`src/hw/pmwc_map.vh`:
```
// Register offsets, field positions and timing counts of the power mode and wake-up control
`ifndef PMWC_MAP_VH
`define PMWC_MAP_VH
// Register addresses (8-bit special function register space)
`define PMWC_ADDR_POWER_CONTROL  8'h87
`define PMWC_ADDR_CONFIG         8'hb5
`define PMWC_ADDR_WAKE_FLAGS     8'hb6
`define PMWC_ADDR_MODE           8'hb6
// Configuration register fields
`define PMWC_CF_SLEEP            7
`define PMWC_CF_SUSPEND          6
`define PMWC_CF_CLEAR            5
`define PMWC_CF_RESET_PIN        4
`define PMWC_CF_RTC_FAIL         3
`define PMWC_CF_RTC_ALARM        2
`define PMWC_CF_PORT_MATCH       1
`define PMWC_CF_COMPARATOR       0
// Flag register fields
`define PMWC_FL_BATTERY          2
`define PMWC_FL_PULSE            0
// Mode register fields
`define PMWC_MD_RTC_OE           7
`define PMWC_MD_WAKE_OE          6
`define PMWC_MD_MON_DIS          5
`define PMWC_MD_RESET            8'h00
// Power control register fields
`define PMWC_PC_GPF_HI           7
`define PMWC_PC_GPF_LO           3
`define PMWC_PC_CORE_POWER_SOURCE_SELECT           2
`define PMWC_PC_STOP             1
`define PMWC_PC_IDLE             0
// Flags read as zero for this many clocks after a suspend wake
`define PMWC_WAKE_BLANK_CYCLES   2
`endif

```
`src/hw/pmwc_edge_detect.v`:
```
// Rising and falling edge detector for synchronous event inputs
`timescale 1ns/10ps
`default_nettype none
module pmwc_edge_detect #(
  parameter WIDTH = 8
) (
  // Clock and reset
  input  wire             core_clk_i,
  input  wire             arst_n_i,
  // Levels in, one-cycle edge pulses out
  input  wire [WIDTH-1:0] level_i,
  output wire [WIDTH-1:0] rise_o,
  output wire [WIDTH-1:0] fall_o
);
  reg [WIDTH-1:0] prev_r;

  // Previous level; resets high so a high pin at reset is no fall and no rise
  always @(posedge core_clk_i or negedge arst_n_i) begin
    if (!arst_n_i) begin
      prev_r <= {WIDTH{1'b1}};
    end else begin
      prev_r <= level_i;
    end
  end

  assign rise_o = level_i & ~prev_r;
  assign fall_o = ~level_i & prev_r;
endmodule
`default_nettype wire

```
`src/hw/pmwc_blank_timer.v`:
```
// Counter that blanks flag reads for a fixed number of cycles after a wake
`timescale 1ns/10ps
`default_nettype none
module pmwc_blank_timer #(
  parameter CYCLES = 2
) (
  // Clock and reset
  input  wire core_clk_i,
  input  wire arst_n_i,
  // Start pulse and blanking level
  input  wire start_i,
  output wire blank_o
);
  reg [3:0] cnt_r;

  // Loads on start, counts down to zero
  always @(posedge core_clk_i or negedge arst_n_i) begin
    if (!arst_n_i) begin
      cnt_r <= 4'h0;
    end else if (start_i) begin
      cnt_r <= CYCLES[3:0];
    end else if (cnt_r != 4'h0) begin
      cnt_r <= cnt_r - 4'h1;
    end
  end

  assign blank_o = (cnt_r != 4'h0);
endmodule
`default_nettype wire

```
`src/hw/pmwc_top.v`:
```
// Power mode strobes, wake-up enables and sticky wake-up flags
// Notes on behaviour
// - Writing 1 to config bit 7 enters sleep; bit is write-only.
// - Writing 1 to config bit 6 enters suspend; bit is write-only.
// - Writing 1 to config bit 5 clears all wake flags in both registers.
// - Config bit 4 reads set after reset pin falling edge, sticky until cleared.
// - Config bit 3: oscillator-fail wake enable on write, flag on read.
// - Config bit 2: alarm wake enable on write, flag on read.
// - Config bit 1: port match wake enable on write, flag on read.
// - Config bit 0: comparator rising edge wake enable on write, flag on read.
// - Any set flag refuses suspend/sleep and keeps low-power oscillator running.
// - Flags read zero for two clocks after waking from suspend.
// - Flag register bit 2: battery monitor wake enable and flag.
// - Flag register bit 0: pulse counter wake enable and flag.
// - Mode bit 7 enables buffered clock output on port pin.
// - Mode bit 6 enables wake request signal on port pin.
// - Mode bit 5 disables supply monitor; bits 4, 3 and 1 read zero.
// - Power control bits 7..3 are read/write general purpose flags.
// - Power control bit 2 selects core supply: 0 battery, 1 converter.
// - Writing 1 to power control bit 1 enters stop mode.
// - Writing 1 to power control bit 0 enters idle mode.
// - Leaving sleep drives the wake request signal low.
// - With monitor disabled any reset gives full power-on reset, re-enabling monitor.
// - Suspend gates system clock until enabled wake or reset pin fall and stops oscillators while no flag is set.
// - Flags set on their events whether enabled or not, also while awake.
`timescale 1ns/10ps
`default_nettype none
`include "pmwc_map.vh"
module pmwc_top #(
  parameter BLANK_CYCLES = `PMWC_WAKE_BLANK_CYCLES
) (
  // Clock and reset
  input  wire       core_clk_i,
  input  wire       arst_n_i,
  // Special function register port
  input  wire [7:0] sfr_addr_i,
  input  wire [7:0] sfr_wdata_i,
  input  wire       sfr_wr_i,
  input  wire       sfr_rd_i,
  output reg  [7:0] sfr_rdata_o,
  // Wake event sources (levels, synchronous)
  input  wire       reset_pin_i,
  input  wire       rtc_osc_fail_i,
  input  wire       rtc_alarm_i,
  input  wire       port_match_i,
  input  wire       comparator_i,
  input  wire       battery_monitor_i,
  input  wire       pulse_counter_i,
  // Reset source reporting
  input  wire       any_reset_req_i,
  // Mode and power outputs
  output reg        sleep_o,
  output reg        suspend_o,
  output reg        stop_o,
  output reg        idle_o,
  output reg        sys_clk_gate_o,
  output reg        lp_osc_keep_o,
  output reg        full_por_o,
  output reg        supply_monitor_disable_o,
  output reg        core_power_source_select_o,
  output reg        rtc_clock_output_enable_o,
  output reg        wake_request_n_o,
  output reg        wake_request_oe_o
);
  // Wake flags and enables
  reg  [4:0] cf_flag_r;       // reset pin, osc fail, alarm, port match, comparator
  reg  [3:0] cf_en_r;         // osc fail, alarm, port match, comparator
  reg        bat_flag_r;
  reg        pulse_flag_r;
  reg        bat_en_r;
  reg        pulse_en_r;
  reg  [2:0] mode_r;          // clock out enable, wake out enable, monitor disable
  reg  [4:0] gpf_r;
  reg        core_power_source_select_r;
  reg  [2:0] state_r;
  reg  [2:0] state_nxt;
  reg        wake_pulse_r;

  // Power states, one-hot
  localparam [2:0] ST_ACTIVE  = 3'h1;
  localparam [2:0] ST_SLEEP   = 3'h2;
  localparam [2:0] ST_SUSPEND = 3'h4;
  // Mode register reset image; only its top three bits are stored
  localparam [7:0] MD_RESET   = `PMWC_MD_RESET;

  wire [5:0] rise;
  wire       sleeping;
  wire       suspended;
  wire       blank;
  wire       wr_cf;
  wire       wr_fl;
  wire       wr_pc;
  wire       any_flag;
  wire       wake_evt;
  wire       rst_fall;
  wire       clear_req;
  wire       lowpwr_req;

  // Edge detection of all event sources except the reset pin
  pmwc_edge_detect #(
    .WIDTH (6)
  ) u_edges (
    .core_clk_i (core_clk_i),
    .arst_n_i   (arst_n_i),
    .level_i    ({pulse_counter_i, battery_monitor_i, rtc_osc_fail_i,
                  rtc_alarm_i, port_match_i, comparator_i}),
    .rise_o     (rise),
    .fall_o     ()
  );

  // Separate falling-edge detector for the reset pin
  // Pin idles high and the detector resets high, so release gives no false fall
  wire [0:0] rst_fall_vec;
  pmwc_edge_detect #(
    .WIDTH (1)
  ) u_rst_edge (
    .core_clk_i (core_clk_i),
    .arst_n_i   (arst_n_i),
    .level_i    (reset_pin_i),
    .rise_o     (),
    .fall_o     (rst_fall_vec)
  );
  assign rst_fall = rst_fall_vec[0];

  // Flag read blanking after a suspend wake
  pmwc_blank_timer #(
    .CYCLES (BLANK_CYCLES)
  ) u_blank (
    .core_clk_i (core_clk_i),
    .arst_n_i   (arst_n_i),
    .start_i    (suspended & wake_evt),
    .blank_o    (blank)
  );

  // Write strobe aimed at one register address
  function wr_hit;
    input       wr;
    input [7:0] addr;
    input [7:0] target;
    begin
      wr_hit = wr & (addr == target);
    end
  endfunction

  // Write decode; flag and mode registers share one address
  assign wr_cf = wr_hit(sfr_wr_i, sfr_addr_i, `PMWC_ADDR_CONFIG);
  assign wr_fl = wr_hit(sfr_wr_i, sfr_addr_i, `PMWC_ADDR_WAKE_FLAGS);
  assign wr_pc = wr_hit(sfr_wr_i, sfr_addr_i, `PMWC_ADDR_POWER_CONTROL);
  assign sleeping  = state_r[1];
  assign suspended = state_r[2];
  assign clear_req = wr_cf & sfr_wdata_i[`PMWC_CF_CLEAR];
  assign lowpwr_req = wr_cf & (sfr_wdata_i[`PMWC_CF_SLEEP] | sfr_wdata_i[`PMWC_CF_SUSPEND]);
  assign any_flag = (|cf_flag_r) | bat_flag_r | pulse_flag_r;

  // Enabled event or reset pin fall ends low power
  assign wake_evt = rst_fall | (|(rise[3:0] & cf_en_r)) | (rise[4] & bat_en_r)
                    | (rise[5] & pulse_en_r);

  // Wake flags: event set wins over clear
  always @(posedge core_clk_i or negedge arst_n_i) begin
    if (!arst_n_i) begin
      cf_flag_r    <= 5'h00;
      bat_flag_r   <= 1'b0;
      pulse_flag_r <= 1'b0;
    end else begin
      cf_flag_r[4]   <= rst_fall | (cf_flag_r[4] & ~clear_req);
      cf_flag_r[3:0] <= rise[3:0] | (cf_flag_r[3:0] & {4{~clear_req}});
      bat_flag_r     <= rise[4] | (bat_flag_r & ~clear_req);
      pulse_flag_r   <= rise[5] | (pulse_flag_r & ~clear_req);
    end
  end

  // Enables and plain control registers
  always @(posedge core_clk_i or negedge arst_n_i) begin
    if (!arst_n_i) begin
      cf_en_r    <= 4'h0;
      bat_en_r   <= 1'b0;
      pulse_en_r <= 1'b0;
      mode_r     <= MD_RESET[7:5];
      gpf_r      <= 5'h00;
      core_power_source_select_r   <= 1'b0;
    end else begin
      if (wr_cf) begin
        cf_en_r <= sfr_wdata_i[3:0];
      end
      if (wr_fl) begin
        bat_en_r   <= sfr_wdata_i[`PMWC_FL_BATTERY];
        pulse_en_r <= sfr_wdata_i[`PMWC_FL_PULSE];
        mode_r     <= sfr_wdata_i[7:5];
      end
      if (any_reset_req_i && mode_r[0]) begin
        mode_r[0] <= 1'b0;
      end
      if (wr_pc) begin
        gpf_r    <= sfr_wdata_i[`PMWC_PC_GPF_HI:`PMWC_PC_GPF_LO];
        core_power_source_select_r <= sfr_wdata_i[`PMWC_PC_CORE_POWER_SOURCE_SELECT];
      end
    end
  end

  // Next power state; a standing flag refuses entry and sleep wins over suspend
  always @* begin
    state_nxt = state_r;
    case (state_r)
      ST_ACTIVE: begin
        if (lowpwr_req && !any_flag) begin
          if (sfr_wdata_i[`PMWC_CF_SLEEP]) begin
            state_nxt = ST_SLEEP;
          end else begin
            state_nxt = ST_SUSPEND;
          end
        end
      end
      ST_SLEEP: begin
        // Only an enabled source or the reset pin ends sleep
        if (wake_evt) begin
          state_nxt = ST_ACTIVE;
        end
      end
      ST_SUSPEND: begin
        // Clock stays gated until an enabled wake or a reset pin fall arrives
        if (wake_evt) begin
          state_nxt = ST_ACTIVE;
        end
      end
      default: begin
        state_nxt = ST_ACTIVE;
      end
    endcase
  end

  // Power state and the one-cycle marker of a wake from sleep
  always @(posedge core_clk_i or negedge arst_n_i) begin
    if (!arst_n_i) begin
      state_r      <= ST_ACTIVE;
      wake_pulse_r <= 1'b0;
    end else begin
      state_r      <= state_nxt;
      wake_pulse_r <= sleeping & wake_evt;
    end
  end

  // Registered outputs
  always @(posedge core_clk_i or negedge arst_n_i) begin
    if (!arst_n_i) begin
      sleep_o                    <= 1'b0;
      suspend_o                  <= 1'b0;
      stop_o                     <= 1'b0;
      idle_o                     <= 1'b0;
      sys_clk_gate_o             <= 1'b0;
      lp_osc_keep_o              <= 1'b1;
      full_por_o                 <= 1'b0;
      supply_monitor_disable_o   <= 1'b0;
      core_power_source_select_o <= 1'b0;
      rtc_clock_output_enable_o  <= 1'b0;
      wake_request_n_o           <= 1'b1;
      wake_request_oe_o          <= 1'b0;
    end else begin
      sleep_o                    <= sleeping;
      suspend_o                  <= suspended;
      stop_o                     <= wr_pc & sfr_wdata_i[`PMWC_PC_STOP];
      idle_o                     <= wr_pc & sfr_wdata_i[`PMWC_PC_IDLE];
      sys_clk_gate_o             <= suspended;
      lp_osc_keep_o              <= any_flag | ~suspended;
      full_por_o                 <= any_reset_req_i & mode_r[0];
      supply_monitor_disable_o   <= mode_r[0];
      core_power_source_select_o <= core_power_source_select_r;
      rtc_clock_output_enable_o  <= mode_r[2];
      wake_request_oe_o          <= mode_r[1];
      // Low pulse on wake from sleep, idle high otherwise
      wake_request_n_o           <= ~(wake_pulse_r & mode_r[1]);
    end
  end

  // Read data; write-only bits and unused bits read zero
  always @(posedge core_clk_i or negedge arst_n_i) begin
    if (!arst_n_i) begin
      sfr_rdata_o <= 8'h00;
    end else if (sfr_rd_i) begin
      case (sfr_addr_i)
        `PMWC_ADDR_CONFIG:        sfr_rdata_o <= blank ? 8'h00 : {3'h0, cf_flag_r};
        `PMWC_ADDR_WAKE_FLAGS:    sfr_rdata_o <= blank ? {mode_r, 5'h00} :
                                  {mode_r, 2'h0, bat_flag_r, 1'b0, pulse_flag_r};
        `PMWC_ADDR_POWER_CONTROL: sfr_rdata_o <= {gpf_r, core_power_source_select_r, 2'h0};
        default:                  sfr_rdata_o <= 8'h00;
      endcase
    end
  end
endmodule
`default_nettype wire

```
`config.mk`:
```
export PLATFORM = sky130hd
export DESIGN_NAME = pmwc_top
export DESIGN_NICKNAME = d
export VERILOG_FILES = /design/src/hw/pmwc_edge_detect.v /design/src/hw/pmwc_blank_timer.v /design/src/hw/pmwc_top.v
export VERILOG_INCLUDE_DIRS = /design/src /design/src/hw
export SDC_FILE = /design/constraint.sdc
export NUM_CORES = 1
export LEC_CHECK = 0
export ABC_AREA = 1
export CAP_MARGIN = 20
export CELL_PAD_IN_SITES_DETAIL_PLACEMENT = 1
export CELL_PAD_IN_SITES_GLOBAL_PLACEMENT = 2
export CORE_MARGIN = 4
export CORE_UTILIZATION = 37
export CTS_BUF_LIST = sky130_fd_sc_hd__clkbuf_4 sky130_fd_sc_hd__clkbuf_8 sky130_fd_sc_hd__clkbuf_16
export DETAILED_ROUTE_END_ITERATION = 8
export DONT_BUFFER_PORTS = 1
export PLACE_DENSITY = 0.83
export SKIP_LAST_GASP = 1
export SYNTH_ARGS = -nofsm -noshare
export SYNTH_HDL_FRONTEND = slang
export SYNTH_HIERARCHICAL = 1
export SYNTH_SLANG_ARGS = --single-unit
```
`constraint.sdc`:
```
create_clock -name core_clk_i -period 2 [get_ports core_clk_i]
set_clock_uncertainty 0.2 [all_clocks]
set_input_delay 0.4 -clock core_clk_i [delete_from_list [all_inputs] [get_ports core_clk_i]]
set_output_delay 0.4 -clock core_clk_i [all_outputs]
set_load 0.01 [all_outputs]
```
# After elaboration in Yosys (flattened, before gate mapping)
# Cells that the tools add are included.
dict set report op_classes {
  bitwise 36
  div_mod_pow 0
  n_mul 0
  n_lt_le_gt_ge 0
  n_addsub 1
  n_reduce_logical 10
  n_shift 0
  mux 11
  n_eq_ne 8
}
# op n
set op_table {}
lappend op_table {{equality test 8 bit (second input constant)} 3}
lappend op_table {{case mux 8 bit (3 select lines)} 1}
lappend op_table {{bitwise AND 1 bit} 17}
lappend op_table {{2-to-1 mux 3 bit} 4}
lappend op_table {{bitwise OR 1 bit} 10}
lappend op_table {{bitwise AND 4 bit} 2}
lappend op_table {{2-to-1 mux 4 bit} 2}
lappend op_table {{bitwise AND 6 bit} 1}
lappend op_table {{NOT 6 bit} 1}
lappend op_table {{case mux 3 bit (2 select lines)} 1}
lappend op_table {{2-to-1 mux 5 bit} 1}
lappend op_table {{OR reduction 5 bit} 1}
lappend op_table {{NOT 1 bit} 4}
lappend op_table {{bitwise OR 4 bit} 1}
lappend op_table {{nonzero test 2 bit} 2}
lappend op_table {{nonzero test 4 bit} 1}
lappend op_table {{OR reduction 4 bit} 1}
lappend op_table {{subtractor 4 x 1 -> 4 bit (second input constant)} 1}
lappend op_table {{equality test 3 x 1 -> 1 bit (second input constant)} 1}
lappend op_table {{equality test 3 x 2 -> 1 bit (second input constant)} 1}
lappend op_table {{equality test 3 bit (second input constant)} 1}
lappend op_table {{logical AND 1 bit} 2}
lappend op_table {{2-to-1 mux 1 bit} 2}
lappend op_table {{!= test 2 x 1 -> 1 bit (second input constant)} 1}
lappend op_table {{4 further kinds} 4}
dict set report totals {
  elab_cells 93
  rom_bits 0
  regBits 56
  output_inout_bits 20
  mem_bits_rw 0
  memories 0
  latchBits 0
}

# Logic depth before layout (Yosys ltp)
# Gate-level depths: netlist of the first run.
dict set report depth {
  depth_word 9
  depth_mapped 10
}

# Cells and area by module
# The synthesis of the first run kept the hierarchy.
# mod area_per_inst_um2 instances seq_area_each_um2 cells_per_inst
set by_module_without_submodules {}
lappend by_module_without_submodules {pmwc_top 1989.4 1 1129.8 213}
lappend by_module_without_submodules {{pmwc_edge_detect at u_edges} 247.7 1 157.7 30}
lappend by_module_without_submodules {pmwc_blank_timer 212.7 1 100.1 26}
lappend by_module_without_submodules {{pmwc_edge_detect at u_rst_edge} 41.3 1 26.3 5}

# Worst setup path before layout of the first run
# No wires, ideal clock.
dict set report synth_timing {
  path_type {reg2reg}
  startpoint {reg u_edges.prev_r[3]}
  endpoint {reg u_blank.cnt_r[1]}
  setup_ns 0.121
  path_buffers 0
  path_slack_ns 0.466
  period_less_slack_ns 1.534
  required_time_ns 1.679
  path_stages_with_launch 10
  arrival_ns 1.213
  path_cell_list {dfstp_2 -> nor2_1 -> nand2_1 -> nand4_1 -> nor2_1 -> nor2_1 -> inv_2 -> nand3_2 -> nand2_1 -> o21ai_1}
}
dict set report synth_via {
  elab_chain_len 9
}
# element line
set synth_rtl {}
lappend synth_rtl {{start, declared} pmwc_edge_detect.v:15} ;# reg [WIDTH-1:0] prev_r;
lappend synth_rtl {{start signal, assigned} pmwc_edge_detect.v:20} ;# prev_r <= {WIDTH{1'b1}};
lappend synth_rtl {{start signal, assigned} pmwc_edge_detect.v:22} ;# prev_r <= level_i;
lappend synth_rtl {{NOT 6 bit (*)} pmwc_edge_detect.v:26} ;# assign rise_o = level_i & ~prev_r;
lappend synth_rtl {{bitwise AND 6 bit (*)} pmwc_edge_detect.v:26}
lappend synth_rtl {{via rise[3]} pmwc_top.v:86} ;# wire [5:0] rise;
lappend synth_rtl {{bitwise AND 4 bit (*)} pmwc_top.v:156} ;# assign wake_evt = rst_fall | (|(rise[3:0] & cf_en_r)) | (rise[4] & bat_en_r)
lappend synth_rtl {{OR reduction 4 bit (*)} pmwc_top.v:156}
lappend synth_rtl {{bitwise OR 1 bit (*) (2 in series)} pmwc_top.v:156}
lappend synth_rtl {{bitwise OR 1 bit (*)} pmwc_top.v:157} ;# | (rise[5] & pulse_en_r);
lappend synth_rtl {{bitwise AND 1 bit (*)} pmwc_top.v:131} ;# .start_i (suspended & wake_evt),
lappend synth_rtl {{2-to-1 mux 4 bit or nonzero test 2 bit (tied branches)} n/a}
lappend synth_rtl {{end signal, assigned} pmwc_blank_timer.v:21} ;# cnt_r <= CYCLES[3:0];
lappend synth_rtl {{end signal, assigned} pmwc_blank_timer.v:23} ;# cnt_r <= cnt_r - 4'h1;
lappend synth_rtl {{end, declared} pmwc_blank_timer.v:14} ;# reg [3:0] cnt_r;
# Mark *: on every way through the listed nets, which the timed path passes. The rest lies on a longest branch.
# A chain may end at the register's enable or synchronous reset.

# Worst setup path after layout of the first run
dict set report layout_timing {
  startpoint {reg u_blank.cnt_r[0]}
  endpoint {reg sfr_rdata_o[3]}
}
dict set report layout_via {
  elab_chain_len 3
}
# element line
set layout_rtl {}
lappend layout_rtl {{nonzero test 4 bit} pmwc_blank_timer.v:27} ;# assign blank_o = (cnt_r != 4'h0);
lappend layout_rtl {{via blank} pmwc_top.v:89} ;# wire blank;
lappend layout_rtl {{2-to-1 mux 5 bit} pmwc_top.v:281} ;# `PMWC_ADDR_CONFIG: sfr_rdata_o <= blank ? 8'h00 : {3'h0, cf_flag_r};
lappend layout_rtl {{case mux 8 bit (3 select lines)} pmwc_top.v:280} ;# case (sfr_addr_i)
lappend layout_rtl {{end signal, assigned} pmwc_top.v:281}
lappend layout_rtl {{end signal, assigned} pmwc_top.v:282} ;# `PMWC_ADDR_WAKE_FLAGS: sfr_rdata_o <= blank ? {mode_r, 5'h00} :
lappend layout_rtl {{end signal, assigned} pmwc_top.v:284} ;# `PMWC_ADDR_POWER_CONTROL: sfr_rdata_o <= {gpf_r, core_power_source_select_r, 2'h0};
lappend layout_rtl {{end, declared} pmwc_top.v:40} ;# output reg [7:0] sfr_rdata_o,
# The timed path passes the listed nets, and every way through them passes these cells.

==> results.ini, run 1 <==
[run_status]
outcome = completed

[clock_tree]
h-tree-depth = 2
cts_resized = 0
postCtsSetupBuffers = 0
clkTransAtPathRegs_ns = 0.10
clkLatencyLatePin_ns = 0.30
cts.path.max_buffers = 2
root_buffer = clkbuf_8
tritoncts = built
clock_sinks = 56
cts_inserted_buffers = 5

[placement]
gp_congestion = 0.7365
placed_cell_area_um2 = 2524
dp_hpwl_um = 3943
portBuffers = 0

[setup_path]
slowest_stage = dfrtp_1
slowest_delay_ns = 0.38
cp_common_cell = nand2_1
crit_end = sfr_rdata_o[3]
r2r_start = u_blank/cnt_r[0]
crit_path_max_fanout = 6
reg2reg_to = sfr_rdata_o[3]
startpoint = u_blank/cnt_r[0]
cp.required_ns = 2.05
r2r_cells = 8
end_kind = flip-flop
reg2reg_setup_slack_ns = 0.37
path_class = reg2reg
cp_data_arrival_time_ns = 1.68
cp-start-kind = flip-flop
crit_chain = inv_2, ha_1, nand2_2, inv_1, nand2_1, o21ai_0, nand2_1, nand2_1

[timing]
min_period_over_period_pct = 81.35
fmax_mhz = 614.6
hold_viol = 0
setup_viol = 0
slew_headroom_pct = 76.90
worstMarginPinSlew_ns = 0.3461
finalCriticalPeriod_ns = 1.627
setup_tns_ns = 0
report.final.slew_viol_count = 0
rsz0062_at_grt = no

[synth]
synth.avg_cell_area_um2 = 9.379
syn-num-nets = 289
synth_warnings = 6
syn_inst = 260
syn_area_um2 = 2439

[power]
power_frac_seq_pct = 54.5
peakVddDrop_mv = 0.3878
power.clock.fraction_pct = 40.2
p_comb_share_pct = 5.4
powerDensity_nw_per_um2 = 780.4
p_int_uw = 1721
p_sw_uw = 446.7
swShare_pct = 20.61
leakagePower_uw = 0.001412

[global_routing]
grt_use_total_pct = 14.49
grt_pass1_vias = 1827
grt_overflow = 0
grt_max_degree = 57
grt_pass1_wl_um = 8852
antenna_found_initial = 0

[floorplan]
coreArea_um2 = 6386
row_count = 29
start_util_pct = 38.19
die_x_um = 89.19
die_h_um = 89.19
pin_count = 48
dieArea_um2 = 7954

[routing]
num_vias = 1757
routedWlPerCell_um = 14.88
via_per_inst = 4.963
dr_wl_met2_um = 2397
first_pass_iters = 5
antenna_left = 0
wl_met3_um = 329
drt-met1-wl_um = 2493
routed.top_layer = met4
routed_wl_um = 5269
dr.first_iter.drc_count = 44
drc = 0

[hold_path]
min_from = sfr_rd_i
hold_path_class = in2reg

[cells_and_area]
nNetsFinal = 305
design_area_um2 = 2778
antenna_cells = 0
synthToLayoutAreaGrowth_pct = 13.90
layout-drive-gt1-share_pct = 16.25

[job]
max-cap-violations = 0

-- layer usage --
layer,global-route usage [%],vias to the layer above
met2,22.91,43
met4,3.248,0
met5,0,-
li1,-,855
met3,4.424,7
met1,19.69,852
-- area by class of cell --
| class | instances | area [um^2] |
|---|---|---|
| Inverter | 37 | 138.9 |
| Sequential cell | 56 | 1414 |
| Clock buffer | 6 | 76.32 |
| Tap cell | 77 | 96.34 |
| Multi-Input combinational cell | 164 | 859.6 |
| Clock inverter | 2 | 60.06 |
| Fill cell | 748 | 3608 |
| Timing Repair Buffer | 12 | 132.6 |
-- repair_timing --
item                                    4_1_cts  5_1_grt
endpoints found under the setup margin        0        0
hold endpoints to repair                     69        0
hold buffers                                 10        0
-- flip-flops by register name, summed over array words and instances (netlist names), 3 cells and up --
register	count
u_edges/prev_r	6
cf_en_r	4
u_blank/cnt_r	4
mode_r	3
cf_flag_r	5
sfr_rdata_o	8
gpf_r	5
state_r	3
-- placed cells by master, fill, tap and decap left out, types with 4 or more instances in the layout --
cell and count:
clkbuf_8 5, dfrtp_1 46, dfstp_2 10, dlygate4sd3_1 9
inv_1 34, nand2_1 69, nand2_2 4, nand3_1 17
nand4_1 8, nor2_1 22, o21ai_0 14, o21ai_2 6
o21bai_1 6
-- worst min path at each step --
stage                           endpoint  depth (start not counted)  slack, ns
after floorplan                 bat_en_r                          0       -0.1
after global placement    sfr_rdata_o[0]                          0      -0.09
after detailed placement  sfr_rdata_o[0]                          0      -0.09
after CTS                 sfr_rdata_o[0]                          2      0.006
after global routing      sfr_rdata_o[0]                          2       0.03
final                     sfr_rdata_o[0]                          2       0.03
-- stage by stage --
| stage | hold WS (ns) | instances | worst slack [ns] | total power [uW] | util [%] |
|---|---|---|---|---|---|
| 2_1_floorplan | -0.09559 | 260 | 0.4816 | 1258 | - |
| 3_3_place_gp | -0.09342 | 336 | 0.3726 | 1276 | 39.52 |
| 3_5_place_dp | -0.09349 | 336 | 0.3217 | 1278 | 39.52 |
| 4_1_cts | 0.005643 | 354 | 0.3368 | 2203 | 43.50 |
| 5_1_grt | 0.02958 | 354 | 0.1888 | 2268 | 43.50 |
| 6_report | 0.02542 | 354 | 0.3729 | 2168 | 43.50 |
-- worst max-delay path: cells and delay by family, from the launching register on --
kind                       cells  cell delay (ns)
buffers and inverters          2             0.24
and+or+nand+nor                4             0.30
DFF                            1             0.38
adders and majority gates      1             0.24
AOI/OAI and AO/OA              1             0.20
-- power by group through the flow --
stage	combinational [uW]	sequential, uW	clock (uW)
2_1_floorplan	59.8	1200	0
3_3_place_gp	72.3	1200	0
3_5_place_dp	74.4	1200	0
4_1_cts	120	1180	901
5_1_grt	133	1190	949
6_report	116	1180	871
(Power assumes the default switching activity.)
==> inputs of run 2 (changes only) <==
==> constraint.sdc (replaced) <==
create_clock -name core_clk_i -period 1.6 [get_ports core_clk_i]
set_clock_uncertainty 0.2 [all_clocks]
set_input_delay 0.32 -clock core_clk_i [delete_from_list [all_inputs] [get_ports core_clk_i]]
set_output_delay 0.32 -clock core_clk_i [all_outputs]
set_load 0.01 [all_outputs]
==> run 2 against run 1 <==
Against the previous run:
- the flow now finishes with violations (negative hold slack, negative setup slack)
- final area increased by 2.1%
- core utilization up 0.92 points
- register-to-register slack worse by 0.38 ns
- global-route usage up 0.56 points
- clock-buffer cell count unchanged
- worst hold slack worse by 0.52 ns
- combinational power grew 12%
- sequential share of layout area down 1.1 points
- setup slack lost 0.38 ns
- clock power is 4.5% higher
- highest routed layer unchanged
==> results.ini, run 2 (synthesized netlist as in run 1, its figures left out) <==
[run_status]
outcome = finished, violations left
violations = negative hold slack, negative setup slack

[setup_path]
cp_common_cell = nor2_2
cp.required_ns = 1.59
end_kind = flip-flop
slowest_delay_ns = 0.54
crit_chain = nor2_2, nand2_1, nand4_1, nor2_2, nor2_1, inv_2, nand3_4, nand2_2, o21ai_1
cp-start-kind = flip-flop
crit_path_max_fanout = 4
cp_data_arrival_time_ns = 1.60
slowest_stage = dfstp_2
path_class = reg2reg

[clock_tree]
clkLatencyLatePin_ns = 0.30
cts_inserted_buffers = 5
h-tree-depth = 2
root_buffer = clkbuf_8
clock_sinks = 56
tritoncts = built
clkTransAtPathRegs_ns = 0.09
cts.path.max_buffers = 2

[routing]
dr.first_iter.drc_count = 47
first_pass_iters = 4
via_per_inst = 4.788
antenna_left = 0
routedWlPerCell_um = 15.20
drc = 0
routed_wl_um = 5516
num_vias = 1738

[cells_and_area]
post-route-util_pct = 44.42
nNetsFinal = 314
max_flop_register = sfr_rdata_o
design_area_um2 = 2836
top_regs = sfr_rdata_o x8, u_edges/prev_r x6
largest_register_ffs = 8
synthToLayoutAreaGrowth_pct = 16.32
layout-drive-gt1-share_pct = 19.23
most-common-layout-cells = nand2_1, dfrtp_1, inv_1, nor2_1, nand3_1
final_common_cell = nand2_1
antenna_cells = 0

[power]
powerDensity_nw_per_um2 = 887.6
peakVddDrop_mv = 0.4326
leakagePower_uw = 0.001438

[floorplan]
die_h_um = 89.19
row_count = 29
coreArea_um2 = 6386
die_x_um = 89.19
pin_count = 48
start_util_pct = 38.19
dieArea_um2 = 7954

[hold_path]
hold_path_class = in2async

[global_routing]
grt_pass1_wl_um = 9114
grt_use_total_pct = 15.05
grt_pass1_vias = 1912
grt_max_degree = 57
antenna_found_initial = 0
grt_overflow = 0

[timing]
slew_headroom_pct = 78.19
finalCriticalPeriod_ns = 1.605
setup_tns_ns = -0.009031
setup_viol = 2
worstMarginPinSlew_ns = 0.3259
rsz0062_at_grt = yes
holdWs_ns = -0.4996
min_period_over_period_pct = 100.3
fmax_mhz = 623.1
report.final.slew_viol_count = 0
hold_viol = 57
fin_ws_ns = -0.004836

[placement]
placed_cell_area_um2 = 2546
gp_congestion = 0.7089
portBuffers = 0
dp_hpwl_um = 4034
dp_slack_ns = 0.04731

[job]
max-cap-violations = 0

[run 2: final timing paths]
kind                                   start                end  slack [ns]  cells past startpoint
setup / recovery           u_edges/prev_r[5]   u_blank/cnt_r[1]      -0.005                      9
hold / removal                      arst_n_i     sfr_rdata_o[4]       -0.50                      0
setup reg to reg           u_edges/prev_r[5]   u_blank/cnt_r[1]      -0.005                      9
hold reg to reg                 wake_pulse_r   wake_request_n_o        0.18                      1
max in group asynchronous           arst_n_i  u_edges/prev_r[2]        1.49                      0
min in group core_clk_i          reset_pin_i       cf_flag_r[4]       -0.01                      3
[run 2: report_power, final]
| part | leakage [uW] | total, uW | switching (uW) | internal (uW) |
|---|---|---|---|---|
| clock | 0.0000586 | 910 | 428 | 482 |
| combinational | 0.000671 | 130 | 70.3 | 59.9 |
| sequential | 0.000708 | 1480 | 22.3 | 1460 |
[run 2: cell type report]
type	instances	area (um^2)
clock buffers	6	76.32
clock inverters	2	35.03
fillers	747	3550
inverters	37	138.9
multi-input cells	164	880.8
flip-flops and latches	56	1414
well taps	77	96.34
repair buffers	21	195.2
[run 2: metal layers]
metal / global-route usage (%) / up-vias / part of all wire, %
li1: - / 869 / -
met1: 19.45 / 825 / 45
met2: 25.32 / 39 / 48
met3: 3.871 / 5 / 5.6
met4: 3.654 / 0 / 0.94
met5: 0 / - / 0
[run 2: stage by stage]
stage	total power, uW	hold WS, ns	cells
floorplan	1573	-0.1756	260
global placement	1595	-0.1734	339
detailed placement	1598	-0.1735	339
CTS	2563	-0.5118	361
global route	2642	-0.5277	363
finish	2518	-0.4996	363
[run 2: timing repair]
item / in CTS / in global routing
endpoints found under the setup margin: 0 / 7
setup buffers: 0 / 1
hold buffers: 14 / 1
hold endpoints to repair: 77 / 57
gates resized for setup: 0 / 10
[run 2: worst max-delay path: cells and delay by family, from the launching register on]
kind	cells	cell delay (ns)
buffers and inverters	1	0.10
AO/OA/AOI/OAI	1	0.06
AND/OR/NAND/NOR	7	0.60
flip-flops	1	0.54
